--- config.mk ---
export PLATFORM = sky130hd
export DESIGN_NAME = pct_ctl
export DESIGN_NICKNAME = d
export VERILOG_FILES = /design/src/rtl/pct_strap_latch.v /design/src/rtl/pct_ctl.v
export VERILOG_INCLUDE_DIRS = /design/src /design/src/rtl
export SDC_FILE = /design/constraint.sdc
export NUM_CORES = 1
export LEC_CHECK = 0
export ABC_AREA = 0
export BUFFER_PORTS_ARGS = -buffer_cell sky130_fd_sc_hd__buf_2
export CAP_MARGIN = 20
export CORE_MARGIN = 10
export CORE_UTILIZATION = 30
export CTS_CLUSTER_SIZE = 30
export DETAILED_ROUTE_END_ITERATION = 16
export PLACE_DENSITY = 0.54
export SLEW_MARGIN = 20
export SYNTH_ARGS = -nofsm -noshare
export SYNTH_HDL_FRONTEND = slang
export SYNTH_SLANG_ARGS = --single-unit
--- constraint.sdc ---
create_clock -name clk_in -period 4.8 [get_ports clk_in]
set_input_delay 0 -clock clk_in [delete_from_list [all_inputs] [get_ports clk_in]]
set_output_delay 0 -clock clk_in [all_outputs]
set_load 0.01 [all_outputs]
--- src/rtl/pct_regs.vh ---
/*
  Register indices, field positions and reset values of the power-on
  configuration and test control register bank.
  Assumes a 32-bit APB slave; each 64-bit register is two words.
*/
`ifndef PCT_REGS_VH
`define PCT_REGS_VH

// Register indices; byte address of the low word is four times the index
`define PCT_IDX_POWERON      10'h02a
`define PCT_IDX_TEST_CONTROL     10'h033
`define PCT_IDX_UPDATE_TRIG  10'h079
`define PCT_IDX_CHUNK0       10'h088
`define PCT_IDX_CHUNK1       10'h089
// Upper word of a 64-bit register sits at the low word's address plus this
`define PCT_HI_OFS           12'h400
`define PCT_ADDR_W           12

// Power-on configuration fields
`define PCT_CFG_DATA_CHK     1
`define PCT_CFG_RESP_CHK     2
`define PCT_CFG_ADDR_ERR_DRV 3
`define PCT_CFG_BUS_ERROR_LINE_REQ     4
`define PCT_CFG_BUS_ERROR_LINE_INT     6
`define PCT_CFG_BUS_INIT_LINE_DRV    7
`define PCT_CFG_TRISTATE     8
`define PCT_CFG_BIST         9
`define PCT_CFG_ADDR_ERR_OBS 10
`define PCT_CFG_BUS_INIT_LINE_OBS    12
`define PCT_CFG_IOQ_ONE      13
`define PCT_CFG_VEC_1MB      14
`define PCT_CFG_FRC_MODE     15
`define PCT_CFG_CLUSTER_LSB  16
`define PCT_CFG_BUSFREQ_LSB  18
`define PCT_CFG_ARB_ID_LSB   20
`define PCT_CFG_RATIO_LSB    22
`define PCT_CFG_LOW_POWER    26
`define PCT_CFG_RATIO_HI     27
`define PCT_CFG_RW_MASK      32'h040000de
`define PCT_CFG_RO_MASK      32'h0ffff700
`define PCT_CFG_RW_RESET     32'h00000000

// Bus frequency field codes
`define PCT_BUSFREQ_66       2'h0
`define PCT_BUSFREQ_100      2'h2
`define PCT_BUSFREQ_133      2'h1
`define PCT_BUSFREQ_RSVD     2'h3

// Test control fields
`define PCT_TC_STREAM_DIS    30
`define PCT_TC_SPLIT_LOCK    31
`define PCT_TC_RW_MASK       32'hc0000000
`define PCT_TC_RESET         32'h00000000

`endif

--- src/rtl/pct_strap_latch.v ---
/*
  Captures the power-on strap word once, on the first clock after reset
  is released, and holds it until the next reset.
  Assumes straps are stable around reset release.
*/
`timescale 1ns/1ps
module pct_strap_latch #(
  parameter W = 32
) (
  input  wire         clk_in,
  input  wire         rst_in,
  input  wire [W-1:0] strap_in,
  output wire [W-1:0] strap_out,
  output wire         captured_out
);
  reg [W-1:0] strap_ff;
  reg         done_ff;

  // Sampled after release: a synchronous reset only loads constants
  always @(posedge clk_in) begin
    if (rst_in) begin
      strap_ff <= {W{1'b0}};
      done_ff  <= 1'b0;
    end else if (!done_ff) begin
      strap_ff <= strap_in;
      done_ff  <= 1'b1;
    end
  end

  assign strap_out    = strap_ff;
  assign captured_out = done_ff;
endmodule // pct_strap_latch

--- src/rtl/pct_ctl.v ---
/*
  Power-on configuration and test control register bank with APB slave,
  strap capture, bus error output gating and cache chunk data storage.
  Assumes a 32-bit APB master; straps stable at reset release; the error
  and lock request inputs are synchronous to clk_in.
*/
// How it works
// - Configuration register accepts enable writes; reads return configuration in force.
// - Bit 1 enables checking of bus data errors.
// - Bit 2 enables response error checking and redundancy-checker error input.
// - Bit 4 lets bus error line assert for requests this device initiates.
// - Bit 6 gates internal-error bus error; bits 3, 7 gate address error, bus init.
// - Read-only bit 13: 1 means queue depth one, 0 means eight.
// - Read-only bit 14: 1 means reset vector near 1 MB, else 4 GB.
// - Read-only bits 19:18 give bus frequency 66, 133, 100, reserved.
// - Bit 26 enables low power mode when written 1 or when its strap is 1.
// - Test control bit 31 suppresses bus lock for split locked accesses.
// - Two 64-bit chunk registers hold second-level cache data, one per chunk.
`timescale 1ns/1ps
`include "pct_regs.vh"
module pct_ctl (
  input  wire                   clk_in,
  input  wire                   rst_in,
  // APB slave
  input  wire                   psel_in,
  input  wire                   penable_in,
  input  wire                   pwrite_in,
  input  wire [`PCT_ADDR_W-1:0] paddr_in,
  input  wire [31:0]            pwdata_in,
  input  wire [3:0]             pstrb_in,
  output wire                   pready_out,
  output reg  [31:0]            prdata_out,
  output reg                    pslverr_out,
  // Power-on straps, bit positions as in the configuration register
  input  wire [31:0]            strap_cfg_in,
  // Error and lock requests from the core
  input  wire                   data_err_in,
  input  wire                   resp_err_in,
  input  wire                   redundancy_checker_error_input_in,
  input  wire                   addr_err_req_in,
  input  wire                   bus_error_line_req_initiator_in,
  input  wire                   bus_error_line_req_internal_in,
  input  wire                   bus_init_line_req_in,
  input  wire                   lock_req_in,
  input  wire                   lock_split_in,
  // Gated outputs
  output reg                    data_err_flag_out,
  output reg                    resp_err_flag_out,
  output reg                    address_error_line_n_out,
  output reg                    bus_error_line_n_out,
  output reg                    bus_init_line_n_out,
  output reg                    bus_lock_n_out,
  // Configuration in force
  output wire                   ioq_depth_one_out,
  output wire                   reset_vec_1mb_out,
  output wire [1:0]             bus_freq_out,
  output wire                   low_power_en_out,
  output wire                   streaming_buf_dis_out,
  output wire                   straps_valid_out,
  output reg                    update_trigger_out,
  output wire [63:0]            cache_chunk0_data_out,
  output wire [63:0]            cache_chunk1_data_out
);

  localparam [3:0] SEL_NONE    = 4'h0;
  localparam [3:0] SEL_CFG_LO  = 4'h1;
  localparam [3:0] SEL_CFG_HI  = 4'h2;
  localparam [3:0] SEL_TC      = 4'h3;
  localparam [3:0] SEL_TRIG_LO = 4'h4;
  localparam [3:0] SEL_TRIG_HI = 4'h5;
  localparam [3:0] SEL_C0_LO   = 4'h6;
  localparam [3:0] SEL_C0_HI   = 4'h7;
  localparam [3:0] SEL_C1_LO   = 4'h8;
  localparam [3:0] SEL_C1_HI   = 4'h9;

  // Byte address of a register word from its index
  function [`PCT_ADDR_W-1:0] word_addr;
    input [9:0] idx;
    input       hi;
    begin
      word_addr = {idx, 2'b00} + (hi ? `PCT_HI_OFS : 12'h000);
    end
  endfunction

  function [3:0] decode;
    input [`PCT_ADDR_W-1:0] a;
    begin
      if (a == word_addr(`PCT_IDX_POWERON, 1'b0))          decode = SEL_CFG_LO;
      else if (a == word_addr(`PCT_IDX_POWERON, 1'b1))     decode = SEL_CFG_HI;
      else if (a == word_addr(`PCT_IDX_TEST_CONTROL, 1'b0))    decode = SEL_TC;
      else if (a == word_addr(`PCT_IDX_UPDATE_TRIG, 1'b0)) decode = SEL_TRIG_LO;
      else if (a == word_addr(`PCT_IDX_UPDATE_TRIG, 1'b1)) decode = SEL_TRIG_HI;
      else if (a == word_addr(`PCT_IDX_CHUNK0, 1'b0))      decode = SEL_C0_LO;
      else if (a == word_addr(`PCT_IDX_CHUNK0, 1'b1))      decode = SEL_C0_HI;
      else if (a == word_addr(`PCT_IDX_CHUNK1, 1'b0))      decode = SEL_C1_LO;
      else if (a == word_addr(`PCT_IDX_CHUNK1, 1'b1))      decode = SEL_C1_HI;
      else                                                 decode = SEL_NONE;
    end
  endfunction

  // Byte-lane merge of a write limited to the writable bits
  function [31:0] merge;
    input [31:0] old;
    input [31:0] wdata;
    input [3:0]  strb;
    input [31:0] mask;
    reg   [31:0] lanes;
    begin
      lanes = {{8{strb[3]}}, {8{strb[2]}}, {8{strb[1]}}, {8{strb[0]}}} & mask;
      merge = (old & ~lanes) | (wdata & lanes);
    end
  endfunction

  reg  [31:0] cfg_rw_ff;
  reg  [31:0] tc_ff;
  reg  [63:0] chunk0_ff;
  reg  [63:0] chunk1_ff;
  reg  [31:0] nxt_rdata;
  reg         nxt_slverr;
  wire [31:0] strap_word;
  wire [31:0] cfg_word;
  wire [3:0]  sel;
  wire        setup_phase;
  wire        wr_access;

  pct_strap_latch #(
    .W (32)
  ) u_strap (
    .clk_in       (clk_in),
    .rst_in       (rst_in),
    .strap_in     (strap_cfg_in),
    .strap_out    (strap_word),
    .captured_out (straps_valid_out)
  );

  // Writable enables plus strap status; reserved bits forced low
  assign cfg_word = (cfg_rw_ff & `PCT_CFG_RW_MASK) | (strap_word & `PCT_CFG_RO_MASK);

  assign sel         = decode(paddr_in);
  assign setup_phase = psel_in & ~penable_in;
  assign wr_access   = psel_in & penable_in & pwrite_in & (sel != SEL_NONE);
  // One wait-free access phase; read data is prepared in the setup cycle
  assign pready_out  = psel_in & penable_in;

  always @* begin
    nxt_rdata  = 32'h00000000;
    nxt_slverr = 1'b0;
    case (sel)
      SEL_CFG_LO:  nxt_rdata = cfg_word;
      SEL_CFG_HI:  nxt_rdata = 32'h00000000;
      SEL_TC:      nxt_rdata = tc_ff & `PCT_TC_RW_MASK;
      SEL_TRIG_LO: nxt_rdata = 32'h00000000;
      SEL_TRIG_HI: nxt_rdata = 32'h00000000;
      SEL_C0_LO:   nxt_rdata = chunk0_ff[31:0];
      SEL_C0_HI:   nxt_rdata = chunk0_ff[63:32];
      SEL_C1_LO:   nxt_rdata = chunk1_ff[31:0];
      SEL_C1_HI:   nxt_rdata = chunk1_ff[63:32];
      default:     nxt_slverr = 1'b1;
    endcase
  end

  always @(posedge clk_in) begin
    if (rst_in) begin
      prdata_out  <= 32'h00000000;
      pslverr_out <= 1'b0;
    end else if (setup_phase) begin
      prdata_out  <= pwrite_in ? 32'h00000000 : nxt_rdata;
      pslverr_out <= nxt_slverr;
    end
  end

  // Register writes take effect at the completing access edge
  always @(posedge clk_in) begin
    if (rst_in) begin
      cfg_rw_ff          <= `PCT_CFG_RW_RESET;
      tc_ff              <= `PCT_TC_RESET;
      chunk0_ff          <= 64'h0000000000000000;
      chunk1_ff          <= 64'h0000000000000000;
      update_trigger_out <= 1'b0;
    end else begin
      update_trigger_out <= wr_access & ((sel == SEL_TRIG_LO) | (sel == SEL_TRIG_HI));
      if (wr_access) begin
        case (sel)
          SEL_CFG_LO: cfg_rw_ff <= merge(cfg_rw_ff, pwdata_in, pstrb_in,
                                         `PCT_CFG_RW_MASK);
          SEL_TC:     tc_ff <= merge(tc_ff, pwdata_in, pstrb_in, `PCT_TC_RW_MASK);
          SEL_C0_LO:  chunk0_ff[31:0] <= merge(chunk0_ff[31:0], pwdata_in, pstrb_in,
                                               32'hffffffff);
          SEL_C0_HI:  chunk0_ff[63:32] <= merge(chunk0_ff[63:32], pwdata_in, pstrb_in,
                                                32'hffffffff);
          SEL_C1_LO:  chunk1_ff[31:0] <= merge(chunk1_ff[31:0], pwdata_in, pstrb_in,
                                               32'hffffffff);
          SEL_C1_HI:  chunk1_ff[63:32] <= merge(chunk1_ff[63:32], pwdata_in, pstrb_in,
                                                32'hffffffff);
          default:    cfg_rw_ff <= cfg_rw_ff;
        endcase
      end
    end
  end

  // Error and lock gating; the bus lines are active low and idle high
  always @(posedge clk_in) begin
    if (rst_in) begin
      data_err_flag_out        <= 1'b0;
      resp_err_flag_out        <= 1'b0;
      address_error_line_n_out <= 1'b1;
      bus_error_line_n_out     <= 1'b1;
      bus_init_line_n_out      <= 1'b1;
      bus_lock_n_out           <= 1'b1;
    end else begin
      data_err_flag_out <= data_err_in & cfg_word[`PCT_CFG_DATA_CHK];
      resp_err_flag_out <= (resp_err_in | redundancy_checker_error_input_in)
                           & cfg_word[`PCT_CFG_RESP_CHK];
      address_error_line_n_out <= ~(addr_err_req_in & cfg_word[`PCT_CFG_ADDR_ERR_DRV]);
      bus_error_line_n_out <= ~((bus_error_line_req_initiator_in & cfg_word[`PCT_CFG_BUS_ERROR_LINE_REQ])
                               | (bus_error_line_req_internal_in & cfg_word[`PCT_CFG_BUS_ERROR_LINE_INT]));
      bus_init_line_n_out <= ~(bus_init_line_req_in & cfg_word[`PCT_CFG_BUS_INIT_LINE_DRV]);
      // Split locked accesses may still proceed, only the lock pin stays quiet
      bus_lock_n_out <= ~(lock_req_in & ~(lock_split_in & tc_ff[`PCT_TC_SPLIT_LOCK]));
    end
  end

  assign ioq_depth_one_out     = cfg_word[`PCT_CFG_IOQ_ONE];
  assign reset_vec_1mb_out     = cfg_word[`PCT_CFG_VEC_1MB];
  assign bus_freq_out          = cfg_word[`PCT_CFG_BUSFREQ_LSB+1:`PCT_CFG_BUSFREQ_LSB];
  assign low_power_en_out      = cfg_word[`PCT_CFG_LOW_POWER];
  assign streaming_buf_dis_out = tc_ff[`PCT_TC_STREAM_DIS];
  assign cache_chunk0_data_out = chunk0_ff;
  assign cache_chunk1_data_out = chunk1_ff;

endmodule // pct_ctl

==> metrics.md <==
| Metric | Value |
|---|---|
| Max Fclk | `0.343 GHz` |
| Setup slack on the worst flop-to-flop path | `between 3000 and 4000 ps` |
| Cell leakage power | `roughly 4.3 nW` |
| Via count of the first global-routing pass | `7797` |
| Overflow left after global routing | `0` |
| Number of hold violations in the final report | `0` |
| Library cell used as clock root buffer | `clkbuf_16` |
| Compound-cell area share of the yosys netlist | `0.149` |
| IO Port Bufs | `256` |
| Post-synthesis instance area | `8000 µm²` |
| Area taken by multi-input logic gates | `between 3000 and 4000 µm²` |
| Post-synthesis sequential area ratio | `0.493` |
| Fin crit period | `between 2000 and 3000 ps` |
| Clock net sink count | `between 150 and 200` |
| Initial core utilization | `0.306` |
| Peak supply drop | `0.196 mV` |
| Post-Synthesis Cells | `874` |
| Portion of total power attributed to sequential cells | `0.507` |
| Dpl ws | `approximately 2000 ps` |
| Commonest cells in the netlist | `197 x dfxtp_1, 180 x nand2_1, 97 x mux2i_1, 97 x nor2_1, 65 x a21oi_1` |
| Routed WL per cell | `around 20 µm` |
| Average instance area after synthesis | `approximately 9 µm²` |
| Total wirelength of the detailed-routed design | `30400 µm` |
| CTS HTree Levels | `4` |
| GP Congestion | `between 0.7 and 0.8` |
| Ratio of routed vias to standard cells | `between 5 and 6` |
| Class of the most critical hold timing path | `in -> reg` |
| Dominant cell by count in the synthesized netlist | `dfxtp_1` |
| Share of Yosys cell area claimed by the top area cell type | `0.493` |
| Die footprint | `33600 µm²` |
| YS warnings | `0` |
| Final ANT Viol Nets | `0` |
| Switching power | `0.843 mW` |
| Fin worst setup slack | `1880 ps` |
| Post-route clock skew | `9.02 ps` |
| Share of synthesized cell area in and, or, nand and nor gates | `0.195` |
| CTS clock-pin slew for the worst setup and hold paths | `80 ps` |
| Vias | `between 7000 and 8000` |
| Crit path capture type | `register` |
| Number of buffers inserted during clock tree synthesis | `17` |
| Power density over the cells | `304 nW/µm²` |
| Number of remaining DRC errors | `0` |
| Maximum number of pins on one net before global-route repair | `between 80 and 90` |
| Final non-filler cell area | `10700 µm²` |
| Share of the clock period used by the worst path | `0.608` |
| Synth-to-Final Area Change | `34.1%` |
| Number of optimization iterations in the first detailed-route pass | `6` |
| Post-DP HPWL | `20900 µm` |
| Sum of negative setup slack | `0 ps` |
| Cells on worst reg2reg path | `3` |
| Synthesized-area fraction occupied by xor and xnor cells | `0` |
| Fraction of power consumed by the clock network | `0.437` |
| Post-synthesis register bit count | `197` |
| Category of the worst setup path launch point | `input port` |
| Total instance count after detailed placement | `1407` |
| DRC violation total after the first TritonRoute iteration | `607` |
| Power share of the combinational group | `0.056` |
| Crit Path Max Fanout | `25` |
| Post-CTS resize count | `0` |
| GRT Util Overall | `0.176` |
| Fill cell total of the finished layout | `roughly 2600` |
| Std-Cell Core Area | `approximately 26000 µm²` |
| Slew Viols, Final | `0` |
| Critical Path RT | `5090 ps` |
| Top Ports | `270` |
| Unrepaired setup endpoints after global routing | `false` |
| Clock tree from TritonCTS | `built` |
| Fraction of synthesis flops using an asynchronous set or reset pin | `0` |
| # nets final | `1251` |
| Category of the most critical setup path | `in -> reg` |
| Cell depth of the worst min-delay path | `4` |
| Number of distinct library cell variants in the gate-level netlist after synthesis | `42` |
| Share of cell area taken by muxes after synthesis | `0.121` |
| Cell accounting for the most synthesized area | `dfxtp_1` |
| Biggest area contributors in the synthesized netlist | `dfxtp_1 49%, mux2i_1 12%, nand2_1 8.4%` |
| Number of antenna violations at the first check in global routing | `2` |
| Width of the die | `approximately 180 µm` |
| Post-route insts no fill | `1505` |
| Outcome | `finished, final reports clean` |
| Clock latency reported for the late side of the worst-skew pair | `between 400 and 500 ps` |
| First-pass GRT wire length | `46900 µm` |
| Arrival time of the worst setup path | `approximately 3200 ps` |
| Min-Delay Startpoint | `pstrb_in[2]` |
| FF-to-FF End | `u_strap.strap_out[21]` |
| Synth Area in Adders | `0` |
| Most instantiated flip-flop cell in the synthesis netlist | `dfxtp_1` |
| Largest family of logic cells by synthesized area | `simple AND/OR/NAND/NOR gates` |
| Placed cell areas | `9490 µm²` |
| Switching share of power | `0.259` |
| Worst-margin pin slew | `1050 ps` |
| Overall power after layout | `between 3 and 4 mW` |
| # Max-Cap Violations | `0` |
| Die span in y | `approximately 180 µm` |
| Longest Clk Path Bufs | `2` |
| Synthesized Nets | `roughly 970` |
| Origin of the critical flop-to-flop path | `u_strap.captured_out` |
| Proportion of layout cells with a drive suffix above 1 | `0.270` |
| Sequential cell area | `a little under 4000 µm²` |
| Placement row count | `between 50 and 60` |
| Internal Power | `2.42 mW` |
| EDFF count, synth | `0` |
| Final setup fails | `0` |
| Max transition margin | `0.298` |
## metrics by stage
stage / hold slack (ps) / util
2_1_floorplan: 71.8 / -
3_3_place_gp: 197 / 0.363
3_5_place_dp: 209 / 0.363
4_1_cts: 59.9 / 0.410
5_1_grt: 87.9 / 0.410
6_report: 77.0 / 0.410
## cells in the final DEF (no fill, tap or decap), types with 6 or more instances in the layout
master / instances
clkbuf_16: 17
nor4_4: 6
nor2_1: 96
dfxtp_1: 197
a32oi_1: 16
and3_1: 21
a21oi_1: 65
a22oi_1: 32
nand2_1: 180
buf_2: 255
dlygate4sd3_1: 66
nand3_1: 9
buf_4: 12
a222oi_1: 35
mux2i_1: 97
## worst max path at each step
stage                     start            end  slack, ps  depth (start not counted)
finish              paddr_in[8]       register       1880                          8
global route        paddr_in[8]       register       1770                          8
floorplan           paddr_in[8]       register       3050                          7
CTS                 paddr_in[8]       register       1910                          8
global placement    paddr_in[1]  prdata_out[9]       2020                          6
detailed placement  paddr_in[1]  prdata_out[7]       2010                          6
## power by group through the flow
| stage | combinational (mW) | sequential [mW] | clock, mW |
|---|---|---|---|
| 6_report | 0.182 | 1.65 | 1.42 |
| 5_1_grt | 0.200 | 1.65 | 1.51 |
| 4_1_cts | 0.182 | 1.65 | 1.46 |
| 3_5_place_dp | 0.142 | 1.69 | 0 |
| 3_3_place_gp | 0.141 | 1.69 | 0 |
| 2_1_floorplan | 0.0694 | 1.69 | 0 |
## cell type report
| cell class | instances | area share |
|---|---|---|
| Antenna cell | 1 | 0.000233 |
| Clock buffer | 17 | 0.0397 |
| Clock inverter | 14 | 0.0132 |
| Inverter | 1 | 0.000350 |
| Multi-Input combinational cell | 606 | 0.349 |
| Sequential cell | 197 | 0.368 |
| Tap cell | 335 | 0.0391 |
| Timing Repair Buffer | 334 | 0.190 |
## critical path, cell delays in order
cell and delay [ps]:
dlygate4sd3_1 530, buf_2 150, or4b_1 780, nor4_4 300
buf_4 420, and3_1 680, mux2i_1 260, nor2_1 50
## cell families (layout without fill, tap and decap cells)
family	after synthesis	in the layout
flops	197	197
buf+inv	71	366
simple gates	342	342
compound gates	167	167
mux	97	97
other cells	0	1
## routing by layer
layer,wire (µm),track usage,part of all wire,vias up
li1,-,-,-,3686
met1,13000,0.215,0.43,3797
met2,15200,0.305,0.50,238
met3,2000,0.0478,0.066,18
met4,212,0.0351,0.0070,2
met5,13,0,0.00043,-
## repair_timing
item | CTS | global route
hold endpoints to repair | 164 | 0
hold buffers | 66 | 0
setup buffers | 0 | 0
Power figures use the tool's default switching activity.
